**config.mk**
```make
export PLATFORM = sky130hd
export DESIGN_NAME = gic_instruction_control
export DESIGN_NICKNAME = d
export VERILOG_FILES = /design/src/rtl/gic_pkg.sv /design/src/rtl/gic_instruction_control.sv
export SDC_FILE = /design/constraint.sdc
export NUM_CORES = 2
export LEC_CHECK = 0
export ABC_AREA = 1
export BUFFER_PORTS_ARGS = -buffer_cell sky130_fd_sc_hd__buf_2
export CAP_MARGIN = 20
export CORE_ASPECT_RATIO = 1.5
export CORE_UTILIZATION = 30
export CTS_CLUSTER_DIAMETER = 200
export CTS_CLUSTER_SIZE = 28
export DETAILED_ROUTE_END_ITERATION = 6
export PLACE_DENSITY = 0.55
export SLEW_MARGIN = 20
export SYNTH_ARGS = -nofsm -noshare
export SYNTH_HDL_FRONTEND = slang
export SYNTH_SLANG_ARGS = --single-unit
```
**constraint.sdc**
```tcl
create_clock -name clk_sys_i -period 78.1 [get_ports clk_sys_i]
set_input_delay 3.905 -clock clk_sys_i [delete_from_list [all_inputs] [get_ports clk_sys_i]]
set_output_delay 3.905 -clock clk_sys_i [all_outputs]
set_load 0.01 [all_outputs]
```
**src/rtl/gic_pkg.sv**
```systemverilog
// package of constants for the guidance instruction control block
`default_nettype none
package gic_pkg;
    // opcodes
    localparam logic [3:0] OP_SECTOR_JUMP = 4'h0;
    localparam logic [3:0] OP_CONC_MPY = 4'h1;
    localparam logic [3:0] OP_SUBTRACT = 4'h2;
    localparam logic [3:0] OP_DIVIDE = 4'h3;
    localparam logic [3:0] OP_TRANSFER_NZ = 4'h4;
    localparam logic [3:0] OP_MPY_HOLD = 4'h5;
    localparam logic [3:0] OP_LOGICAL_AND = 4'h6;
    localparam logic [3:0] OP_ADD = 4'h7;
    localparam logic [3:0] OP_UNCOND_XFER = 4'h8;
    localparam logic [3:0] OP_PROCESS_IO = 4'h9;
    localparam logic [3:0] OP_XOR = 4'hA;
    localparam logic [3:0] OP_STORE = 4'hB;
    localparam logic [3:0] OP_TRANSFER_MINUS = 4'hC;
    localparam logic [3:0] OP_SHIFT = 4'hD;
    localparam logic [3:0] OP_CLEAR_LOAD = 4'hF;
    // residual words
    localparam logic [7:0] RES_PQ_WORD = 8'hFD;
    localparam logic [7:0] RES_HOP_CONST = 8'hFE;
    localparam logic [7:0] RES_SAVE_WORD = 8'hFF;
    // field layout of a sector-jump word
    localparam int SJ_ISECT_LSB = 0;
    localparam int SJ_ICNT_LSB = 4;
    localparam int SJ_SYL_BIT = 12;
    localparam int SJ_DSECT_LSB = 13;
    localparam int SJ_MOD_LSB = 17;
    localparam int SJ_DUPLEX_BIT = 20;
    localparam int SJ_ERRCLR_BIT = 21;
    // operand address fields
    localparam int OPB_ONE = 0;
    localparam int OPB_TWO = 1;
    localparam int OPB_FIVE = 4;
    localparam int OPB_SIX = 5;
    localparam int OPB_EIGHT = 7;
    localparam int OPB_NINE = 8;
    // timing
    localparam int CLK_MHZ = 250;
    localparam int CYCLE_US = 82;
    localparam int MPY_US = 328;
    localparam int MPH_US = 410;
    localparam int DIV_US = 656;
    localparam int CYCLE_CLKS = CYCLE_US * CLK_MHZ;
    localparam int MPY_CLKS = MPY_US * CLK_MHZ;
    localparam int MPH_CLKS = MPH_US * CLK_MHZ;
    localparam int DIV_CLKS = DIV_US * CLK_MHZ;
    localparam int MPY_SLOTS = 3;
    localparam int DIV_SLOTS = 7;
    localparam int WORD_W = 26;
    localparam int MD_W = 24;
endpackage
`default_nettype wire

```
**src/rtl/gic_instruction_control.sv**
```systemverilog
// instruction decode and execution control of the serial guidance cpu
`default_nettype none

module gic_instruction_control #(
    parameter int CYCLE_CLKS = gic_pkg::CYCLE_CLKS, // clocks per operation cycle
    parameter int MPY_CLKS = gic_pkg::MPY_CLKS, // concurrent multiply time
    parameter int MPH_CLKS = gic_pkg::MPH_CLKS, // multiply and hold time
    parameter int DIV_CLKS = gic_pkg::DIV_CLKS // divide time
) (
    input wire logic clk_sys_i, // system clock
    input wire logic reset_n_i, // sync reset, active low
    output logic mem_rd_o, // memory read strobe
    output logic mem_wr_o, // memory write strobe
    output logic [3:0] mem_sector_o, // memory sector
    output logic mem_residual_o, // access residual memory
    output logic [7:0] mem_addr_o, // word address
    output logic [25:0] mem_wdata_o, // write data
    input wire logic [25:0] mem_rdata_i, // read data, next cycle
    output logic [2:0] mem_module_o, // memory module
    output logic mem_duplex_o, // duplex memory mode
    output logic mem_err_clear_o, // error latch clear pulse
    input wire logic [25:0] io_rdata_i, // io input word
    output logic io_out_o, // io output strobe
    output logic [8:0] io_addr_o, // io operand address
    output logic [25:0] io_wdata_o, // io output word
    input wire logic discrete_irq_i, // discrete interrupt pin
    input wire logic [25:0] timer_incr_i, // program-set timer increment
    input wire logic [25:0] timer_limit_i, // timer trip value
    output logic [25:0] acc_o, // accumulator
    output logic [25:0] pq_o, // product-quotient register
    output logic md_busy_o, // multiply/divide running
    output logic [7:0] icount_o // instruction counter
);
    typedef enum logic [3:0] {
        ST_FETCH, ST_FETCH_WAIT, ST_DECODE, ST_OPERAND, ST_EXEC, ST_WAIT, ST_IRQ_SAVE,
        ST_IRQ_HOP, ST_HOP_READ
    } gic_state_type;

    typedef struct packed {
        gic_state_type st;
        logic [31:0] cyc;
        logic [31:0] md_cnt;
        logic md_run;
        logic md_div;
        logic [25:0] md_a;
        logic [25:0] md_b;
        logic hold;
        logic [12:0] instr;
        logic [25:0] word;
        logic [25:0] acc;
        logic [25:0] pq;
        logic [7:0] icnt;
        logic syl;
        logic [3:0] isect;
        logic [3:0] dsect;
        logic [2:0] module_sel;
        logic duplex;
        logic err_clr;
        logic rd;
        logic wr;
        logic res;
        logic [3:0] sect;
        logic [7:0] addr;
        logic [25:0] wdata;
        logic io_out;
        logic [25:0] tsum;
        logic irq_pend;
        logic d1;
        logic d2;
        logic d3;
    } gic_regs_type;

    gic_regs_type r, n;
    logic [3:0] op;
    logic [8:0] oa;

    function automatic logic [25:0] md_result(input logic dv, input logic [25:0] a,
                                              input logic [25:0] b);
        logic [47:0] p;
        p = 48'($signed(a[25:2])) * 48'($signed(b[25:2]));
        if (dv) begin
            md_result = (b == 26'h0) ? 26'h0 : 26'($signed(a) / $signed(b));
        end else begin
            md_result = {p[46:23], 2'h0};
        end
    endfunction

    assign op = r.instr[3:0];
    assign oa = r.instr[12:4];

    always_comb begin
        n = r;
        n.rd = 1'b0;
        n.wr = 1'b0;
        n.err_clr = 1'b0;
        n.io_out = 1'b0;
        n.cyc = r.cyc + 32'h1;
        // multiply/divide element stops itself, result held
        if (r.md_run) begin
            n.md_cnt = r.md_cnt - 32'h1;
            if (r.md_cnt == 32'h1) begin
                n.md_run = 1'b0;
                if (r.hold) begin
                    n.acc = md_result(1'b0, r.md_a, r.md_b);
                    n.hold = 1'b0;
                end else begin
                    n.pq = md_result(r.md_div, r.md_a, r.md_b);
                end
            end
        end
        case (r.st)
            ST_FETCH: begin
                n.cyc = 32'h0;
                if (r.irq_pend) begin
                    n.st = ST_IRQ_SAVE;
                end else if (!r.hold) begin
                    n.rd = 1'b1;
                    n.res = 1'b0;
                    n.sect = r.isect;
                    n.addr = r.icnt;
                    n.icnt = r.syl ? r.icnt + 8'h1 : r.icnt;
                    n.syl = ~r.syl;
                    n.st = ST_FETCH_WAIT;
                end
            end
            ST_FETCH_WAIT: begin
                // read strobe is out this cycle, word arrives next
                n.st = ST_DECODE;
            end
            ST_DECODE: begin
                // syllable latch was already toggled at fetch
                n.instr = r.syl ? mem_rdata_i[25:13] : mem_rdata_i[12:0];
                n.st = ST_OPERAND;
            end
            ST_OPERAND: begin
                n.res = oa[gic_pkg::OPB_NINE];
                n.sect = r.dsect;
                n.addr = oa[7:0];
                n.rd = (op != gic_pkg::OP_STORE);
                n.st = ST_HOP_READ;
            end
            ST_EXEC: begin
                n.word = (r.res && r.addr == gic_pkg::RES_PQ_WORD) ? r.pq : mem_rdata_i;
                n.st = ST_WAIT;
                case (op)
                    gic_pkg::OP_SECTOR_JUMP: begin
                        n.isect = n.word[gic_pkg::SJ_ISECT_LSB +: 4];
                        n.icnt = n.word[gic_pkg::SJ_ICNT_LSB +: 8];
                        n.syl = n.word[gic_pkg::SJ_SYL_BIT];
                        n.dsect = n.word[gic_pkg::SJ_DSECT_LSB +: 4];
                        n.module_sel = n.word[gic_pkg::SJ_MOD_LSB +: 3];
                        n.duplex = n.word[gic_pkg::SJ_DUPLEX_BIT];
                        n.err_clr = n.word[gic_pkg::SJ_ERRCLR_BIT];
                    end
                    gic_pkg::OP_UNCOND_XFER: begin
                        n.icnt = oa[7:0];
                        n.syl = oa[gic_pkg::OPB_NINE];
                    end
                    gic_pkg::OP_TRANSFER_MINUS: begin
                        if (r.acc[25]) begin
                            n.icnt = oa[7:0];
                            n.syl = oa[gic_pkg::OPB_NINE];
                        end
                    end
                    gic_pkg::OP_TRANSFER_NZ: begin
                        if (r.acc != 26'h0) begin
                            n.icnt = oa[7:0];
                            n.syl = oa[gic_pkg::OPB_NINE];
                        end
                    end
                    gic_pkg::OP_SHIFT: begin
                        if (oa[gic_pkg::OPB_ONE]) begin
                            n.acc = 26'($signed(r.acc) >>> 1);
                        end else if (oa[gic_pkg::OPB_TWO]) begin
                            n.acc = 26'($signed(r.acc) >>> 2);
                        end else if (oa[gic_pkg::OPB_FIVE]) begin
                            n.acc = {r.acc[24:0], 1'b0};
                        end else if (oa[gic_pkg::OPB_SIX]) begin
                            n.acc = {r.acc[23:0], 2'h0};
                        end
                    end
                    gic_pkg::OP_LOGICAL_AND: n.acc = r.acc & n.word;
                    gic_pkg::OP_CLEAR_LOAD: n.acc = n.word;
                    gic_pkg::OP_ADD: n.acc = r.acc + n.word;
                    gic_pkg::OP_SUBTRACT: n.acc = r.acc - n.word;
                    gic_pkg::OP_XOR: n.acc = r.acc ^ n.word;
                    gic_pkg::OP_STORE: begin
                        n.wr = 1'b1;
                        n.wdata = r.acc;
                    end
                    gic_pkg::OP_CONC_MPY, gic_pkg::OP_MPY_HOLD, gic_pkg::OP_DIVIDE: begin
                        n.md_run = 1'b1;
                        n.md_div = (op == gic_pkg::OP_DIVIDE);
                        n.md_a = r.acc;
                        n.md_b = n.word;
                        n.hold = (op == gic_pkg::OP_MPY_HOLD);
                        n.md_cnt = (op == gic_pkg::OP_DIVIDE) ? DIV_CLKS :
                                   (op == gic_pkg::OP_MPY_HOLD) ? MPH_CLKS : MPY_CLKS;
                    end
                    gic_pkg::OP_PROCESS_IO: begin
                        // bits one/two: direction; eight: source on output, destination on input
                        if (oa[gic_pkg::OPB_ONE]) begin
                            n.io_out = 1'b1;
                            n.wdata = oa[gic_pkg::OPB_EIGHT] ? r.acc : n.word;
                        end else if (oa[gic_pkg::OPB_TWO]) begin
                            if (oa[gic_pkg::OPB_EIGHT]) begin
                                n.acc = io_rdata_i;
                            end else begin
                                n.wr = 1'b1;
                                n.wdata = io_rdata_i;
                            end
                        end
                    end
                    default: ;
                endcase
            end
            ST_WAIT: begin
                if (r.cyc >= 32'(CYCLE_CLKS - 1)) begin
                    n.st = ST_FETCH;
                end
            end
            ST_IRQ_SAVE: begin
                n.irq_pend = 1'b0;
                n.wr = 1'b1;
                n.res = 1'b1;
                n.addr = gic_pkg::RES_SAVE_WORD;
                n.wdata = 26'h0;
                n.wdata[gic_pkg::SJ_ISECT_LSB +: 4] = r.isect;
                n.wdata[gic_pkg::SJ_ICNT_LSB +: 8] = r.icnt;
                n.wdata[gic_pkg::SJ_SYL_BIT] = r.syl;
                n.wdata[gic_pkg::SJ_DSECT_LSB +: 4] = r.dsect;
                n.wdata[gic_pkg::SJ_MOD_LSB +: 3] = r.module_sel;
                n.wdata[gic_pkg::SJ_DUPLEX_BIT] = r.duplex;
                n.st = ST_IRQ_HOP;
            end
            ST_IRQ_HOP: begin
                n.rd = 1'b1;
                n.addr = gic_pkg::RES_HOP_CONST;
                n.instr = {1'b1, gic_pkg::RES_HOP_CONST, gic_pkg::OP_SECTOR_JUMP};
                n.st = ST_HOP_READ;
            end
            ST_HOP_READ: begin
                n.st = ST_EXEC;
            end
            default: n.st = ST_FETCH;
        endcase
        // timed source and discrete edges; a new event beats the clear
        n.d1 = discrete_irq_i;
        n.d2 = r.d1;
        n.d3 = r.d2;
        n.tsum = r.tsum + timer_incr_i;
        if (n.tsum >= timer_limit_i) begin
            n.tsum = 26'h0;
            n.irq_pend = 1'b1;
        end
        if (r.d2 && !r.d3) begin
            n.irq_pend = 1'b1;
        end
        if (!reset_n_i) begin
            n = '0;
            n.st = ST_FETCH;
        end
    end

    always_ff @(posedge clk_sys_i) begin
        r <= n;
    end

    assign mem_rd_o = r.rd;
    assign mem_wr_o = r.wr;
    assign mem_sector_o = r.sect;
    assign mem_residual_o = r.res;
    assign mem_addr_o = r.addr;
    assign mem_wdata_o = r.wdata;
    assign mem_module_o = r.module_sel;
    assign mem_duplex_o = r.duplex;
    assign mem_err_clear_o = r.err_clr;
    assign io_out_o = r.io_out;
    assign io_addr_o = oa;
    assign io_wdata_o = r.wdata;
    assign acc_o = r.acc;
    assign pq_o = r.pq;
    assign md_busy_o = r.md_run;
    assign icount_o = r.icnt;

    property p_store_keeps_acc;
        @(posedge clk_sys_i) disable iff (!reset_n_i)
        (r.st == ST_EXEC && op == gic_pkg::OP_STORE && !r.md_run) |=> mem_wr_o && mem_wdata_o == $past(r.acc);
    endproperty
    a_store_keeps_acc: assert property (p_store_keeps_acc) else $error("store failed");

    property p_hold_stalls;
        @(posedge clk_sys_i) disable iff (!reset_n_i)
        (r.hold && r.st == ST_FETCH && !r.irq_pend) |=> !mem_rd_o;
    endproperty
    a_hold_stalls: assert property (p_hold_stalls) else $error("hold did not stall");

    property p_tmi_zero;
        @(posedge clk_sys_i) disable iff (!reset_n_i)
        (r.st == ST_EXEC && op == gic_pkg::OP_TRANSFER_MINUS && !r.acc[25]) |=> $stable(r.icnt);
    endproperty
    a_tmi_zero: assert property (p_tmi_zero) else $error("minus branch on positive");

    property p_tra;
        @(posedge clk_sys_i) disable iff (!reset_n_i)
        (r.st == ST_EXEC && op == gic_pkg::OP_UNCOND_XFER) |=> r.icnt == $past(oa[7:0]) && $stable(r.isect);
    endproperty
    a_tra: assert property (p_tra) else $error("transfer wrong");

    property p_irq_save;
        @(posedge clk_sys_i) disable iff (!reset_n_i)
        (r.st == ST_IRQ_SAVE) |=> mem_wr_o && mem_residual_o && mem_addr_o == gic_pkg::RES_SAVE_WORD ##1 mem_rd_o && mem_addr_o == gic_pkg::RES_HOP_CONST;
    endproperty
    a_irq_save: assert property (p_irq_save) else $error("interrupt save wrong");

    property p_add;
        @(posedge clk_sys_i) disable iff (!reset_n_i)
        (r.st == ST_EXEC && op == gic_pkg::OP_ADD && !(r.md_run && r.md_cnt == 32'h1)) |=> r.acc == $past(r.acc) + r.word;
    endproperty
    a_add: assert property (p_add) else $error("add wrong");

    property p_operand_space;
        @(posedge clk_sys_i) disable iff (!reset_n_i)
        (r.st == ST_OPERAND) |=> mem_residual_o == $past(oa[8]) && mem_sector_o == r.dsect;
    endproperty
    a_operand_space: assert property (p_operand_space) else $error("operand space wrong");

    property p_md_stop;
        @(posedge clk_sys_i) disable iff (!reset_n_i)
        (md_busy_o && r.md_cnt == 32'h1) |=> !md_busy_o;
    endproperty
    a_md_stop: assert property (p_md_stop) else $error("multiply did not stop");
endmodule
`default_nettype wire

```
---- Yosys cells after proc, flatten, opt, wreduce, memory -nomap -nowiden ----
Cells that the tools add are included.
operators by class
  divide/modulo/power cells ............... 1
  equality and inequality tests ........... 38
  reductions and logical operators ........ 31
  bitwise logic cells ..................... 5
  $lt $le $gt $ge ......................... 2
  mux-type cells .......................... 60
  add/subtract/negate cells ............... 6
  $mul .................................... 1
operators by type and width
  operator                                                                               count
  26-bit 2-to-1 mux                                                                      17
  26-bit case mux with 7 select lines                                                    1
  87-bit 2-to-1 mux                                                                      2
  52-bit 2-to-1 mux                                                                      2
  26-bit case mux with 2 select lines                                                    2
  26-bit adder                                                                           2
  24-bit by 24-bit multiplier with 47-bit output                                         1
  13-bit 2-to-1 mux                                                                      3
  9-bit 2-to-1 mux                                                                       4
  9-bit case mux with 4 select lines                                                     1
  33-bit 2-to-1 mux                                                                      1
  32-bit by 1-bit adder with 32-bit output, second input constant                        1
  32-bit by 1-bit == test with 1-bit output, second input constant                       1
  4-bit by 3-bit == test with 1-bit output, second input constant                        8
  4-bit == test, second input constant                                                   8
  32-bit by 15-bit greater-or-equal comparator with 1-bit output, second input constant  1
  4-bit case mux with 8 select lines                                                     1
  8-bit case mux with 4 select lines                                                     1
  32-bit by 1-bit subtractor with 32-bit output, second input constant                   1
  26-bit bitwise AND                                                                     1
  26-bit by 26-bit divider with 26-bit output                                            1
  26-bit greater-or-equal comparator                                                     1
  26-bit logical NOT                                                                     1
  13-bit case mux with 2 select lines                                                    1
  other kinds (35)                                                                       81
word-level totals
  register bits ........................... 282
  bits of input ports ..................... 107

---- Logic depth before layout (Yosys ltp) ----
  depth in word-level cells ............... 12
  gate-level depth with buffers ........... 504

---- Worst setup path after synthesis ----
No wires, ideal clock.
  path kind ............................... flip-flop to flip-flop
  start point ............................. register r[186] (netlist bit)
  end point ............................... register r (netlist bit pq_o[22])
  data arrival time ....................... 58229 ps
  buffers on the path ..................... 16
  path slack .............................. 19737 ps
  setup time .............................. 134 ps
  stages on the path, launching flop included .. 483
  period minus slack after synthesis ...... 58363 ps
  cells stage by stage .................... dfxtp_1 inv_1 nand3_2 nand2_2 nand2_2 nor2_8 nand2_1 xor2_1 nand2_1 nor2_1 nand3_1 o41ai_1 nand2_1 o21ai_0 inv_1 ha_1 o21ai_0 nand2_1 [447 not listed] a221oi_1 o21ai_0 a221oi_1 o21ai_0 nand3_1 inv_1 a2111oi_0 ha_1 nand3_1 inv_1 nand3_1 nor2_1 nand3_1 nand2_1 o21ai_0 or2_0 nand3_1 a31oi_1
on the way
  word-level cells in the longest chain between the ends .. 3
ends and longest elaborated chain
  what                                                                                      RTL line                        source
  from (decl)                                                                               gic_instruction_control.sv:73   gic_regs_type r, n;
  from (signal assigned)                                                                    gic_instruction_control.sv:266  r <= n;
  26-bit by 26-bit divider with 26-bit output / 26-bit logical NOT (equally long branches)  gic_instruction_control.sv:82   md_result = (b == 26'h0) ? 26'h0 : 26'($signed(a) / $signed(b));
  26-bit 2-to-1 mux (*)                                                                     gic_instruction_control.sv:82
  26-bit 2-to-1 mux (*)                                                                     gic_instruction_control.sv:81   if (dv) begin
Mark *: on every way between the ends. The rest lies on a longest branch, timed or not.
A chain may end at the register's enable or synchronous reset.

---- Worst setup path in the final report ----
  start point ............................. register r[220] (netlist bit)
  end point ............................... register r (netlist bit pq_o[22])
on the way
  word-level cells in the longest chain between the ends .. 3
ends and longest elaborated chain
  what                                         RTL line
  26-bit by 26-bit divider with 26-bit output  gic_instruction_control.sv:82
  26-bit 2-to-1 mux                            gic_instruction_control.sv:82
  26-bit 2-to-1 mux (*)                        gic_instruction_control.sv:81
Marked as above.

==> metrics <==
Synth Net Count=9,977; predominant post-synthesis flop cell=dfxtp_1; final hold slack=~0.43 ns; xor and xnor area share after synthesis=around 5%; period utilization=89.75%; fmax=approximately 0.014 GHz; reg-to-reg endpoint=pq_o[22]; Worst Max-Slew Pin Slew=1.167 ns; die width=about 370 microns; CP Max Fanout=between 40 and 50; GRT overflow=0; Yosys warnings=0; die footprint=between 0.2 and 0.25 sq mm; slowest stage delay, CP=between 0.5 and 0.6 ns; max_slew headroom=21.91%; post-synth top area share=roughly a fifth; CP Data Required Time=around 79 ns; most used cell, CP=nand2_1; Max Root-Sink Buffers=3; Synth Area in Simple Gates=a little under a quarter; FF+latch count, synth=about 280; leading area contributor after synthesis=fa_1; mux cell area share after synthesis=less than 1%; effective utilization at floorplan=between 30% and 40%; Final Max Slew Viols=0; Cells after Synth=just under 9,000; post-route ant nets=0; Synth Area in Adders=approximately 33%; pin count of the biggest net entering global routing=73; GRT Util Overall=a little under a quarter; Initial DRC Count=~4,000; commonest non-fill, non-tap cell in the layout=nand2_1; Finish-stage setup viols=0; Tightest Hold Check Type=reg2reg; root buffer cell=clkbuf_16; Hold Vio Cnt, Final=0; Arr. time, crit path=around 71 ns; critical path launch point type=flip-flop; first-pass GRT wire length=~360,000 microns; clock sinks=282; die height=about 550 microns; FP Rows=200; Tmin final=about 70 ns; EDFF count, synth=0; TNS Setup=0 ns; status=finished, final reports clean; hold path start=r[2]; largest family of logic cells by synthesized area=adder cells; nets=just under 10,000; Setup Skew=about 0.053 ns; Slowest cell on crit path=nor4_2; Crit. End Element=flip-flop; Port Buffer Count=between 200 and 250; cell area after synthesis=0.05962 sq mm; Cell variety after synth=77; via count of the first global-routing pass=~60,000; Final Util=32.06%; Clock Latency Late Sink=0.63 ns; Wirelength per Cell=~22 microns; Synth Area in Compound Gates=15.65%; Num CTS Buffers=16; # H-tree levels=1; Vias/cell=approximately 5; initial antenna violation count=3; I/O pin total=250; CTS tree=built; share of cells above drive strength 1=about 8.3%; Hold Crit Endpoint=r[1]; RSZ-0062 raised after global routing=no; Max Cap Viol=0; register area share after synthesis=9.470%; Vias=approximately 58,000; hold path cells=2; Synth area leaders=fa_1 20%, nand2_1 12%, ha_1 12%, inv_1 10%, dfxtp_1 9.5%; area of the core=0.1977 sq mm; syn_area_per_cell=6.868 sq um; overall routed net length=between 200,000 and 250,000 microns; FF-to-FF Start=r[220]; Remaining DRCs=0; gp weighted congestion=approximately 0.99; post-DP HPWL=just under 200,000 microns; most frequent cells in the layout=1,967 x nand2_1, 1,597 x inv_1, 600 x fa_1; R2R setup slack=8.00 ns; post-synthesis async set-or-reset flop share=0%; Clock Pin Slew Worst Setup and Hold Paths=between 0.1 and 0.15 ns; Setup CP Type=reg2reg; Layout area overhead=6.309%; First-pass DRT Iterations=6; Worst R2R Path Depth=roughly 480
critical path: cells and delay by family (launching register included):
kind | cells | cell delay, ns
AOI/OAI and AO/OA | 163 | 29.59
and+or+nand+nor | 220 | 24.72
adders and majority gates | 27 | 8.38
DFF | 1 | 0.32
buffers and inverters | 66 | 6.75
cells by family (layout without fill, tap and decap cells):
kind of cell	count (synthesis)	in the layout
simple gates	3142	3142
xor+xnor	343	343
other cells	0	1
flops	282	282
buf+inv	2118	2053
compound gates	1594	1594
mux	11	11
fa+ha+maj	1190	1190
registers in the layout, summed over array words and instances, names as in the netlist:
register and flops:
op 4, mem_err_clear_o 1, mem_residual_o 1, mem_sector_o 4
mem_duplex_o 1, icount_o 8, mem_rd_o 1, r 161
mem_addr_o 8, mem_module_o 3, io_wdata_o 26, mem_wr_o 1
md_busy_o 1, io_out_o 1, io_addr_o 9, pq_o 26
acc_o 26
worst max-delay path by stage:
| stage | endpoint | startpoint | depth (start not counted) | slack, ns |
|---|---|---|---|---|
| 6_report | pq_o[22] | r[220] | 476 | 8.00 |
| 5_1_grt | pq_o[20] | r[220] | 476 | 0.23 |
| 4_1_cts | pq_o[22] | r[237] | 466 | 5.47 |
| 3_5_place_dp | pq_o[22] | r[237] | 466 | 5.66 |
| 3_3_place_gp | pq_o[22] | r[237] | 469 | 7.14 |
| 2_1_floorplan | pq_o[22] | r[186] | 482 | 19.74 |
through the flow:
| step | setup WS, ns | cells | cell area (sq um) |
|---|---|---|---|
| after floorplan | 19.74 | 8680 | 59620 |
| after global placement | 7.137 | 11214 | 62740 |
| after detailed placement | 5.659 | 11214 | 62740 |
| after CTS | 5.471 | 11236 | 63260 |
| after global routing | 0.2258 | 11241 | 63370 |
| final | 8.004 | 11242 | 63380 |
final cells by class:
| type | count | area, sq um |
|---|---|---|
| Fill cell | 21717 | 134300 |
| Sequential cell | 282 | 5652 |
| Clock buffer | 18 | 429.2 |
| Tap cell | 2626 | 3286 |
| Clock inverter | 4 | 96.34 |
| Timing Repair inverter | 4 | 20.02 |
| Inverter | 1645 | 6217 |
| Timing Repair Buffer | 382 | 2251 |
| Multi-Input combinational cell | 6280 | 45420 |
| Antenna cell | 1 | 2.502 |
cells in the mapped netlist (11+ instances only):
library cell,count
nand2_1,1971
nor2_1,470
buf_4,150
a211oi_1,33
nor4_1,42
a221oi_1,47
o21a_1,14
dfxtp_1,282
a21oi_1,568
nor3_1,86
inv_2,27
nand3_2,20
o21ai_2,29
buf_2,33
o2111ai_1,12
nand2_2,31
nand4_1,86
a21boi_0,11
o21bai_1,41
nand3_1,264
inv_1,1605
buf_1,39
a21oi_2,21
a21o_1,48
o21ai_0,457
xnor2_1,114
or2_2,79
clkbuf_1,240
o211ai_1,58
fa_1,600
o21ai_1,80
xor2_1,229
o31ai_1,18
clkinv_1,11
ha_1,590
nor2_2,15
nand3b_1,12
a31oi_1,76
nor2_4,15
o221ai_1,30
repair_timing:
action	in CTS	in global routing
endpoints found under the setup margin	0	26
buffers inserted	0	0
resized for setup	0	23
hold buffers	0	0
per-layer routing:
| metal | routed length, microns | share of wire [%] | track usage (%) | vias up |
|---|---|---|---|---|
| li1 | - | - | - | 27263 |
| met1 | 86510 | 36 | 24.81 | 27758 |
| met2 | 122000 | 50 | 43.89 | 2111 |
| met3 | 12760 | 5.3 | 2.795 | 719 |
| met4 | 21240 | 8.8 | 17.28 | 4 |
| met5 | 29 | 0.012 | 0 | - |
Power is not shown: default switching activity piles up to over one toggle a cycle in this logic, so the estimate is an artifact.
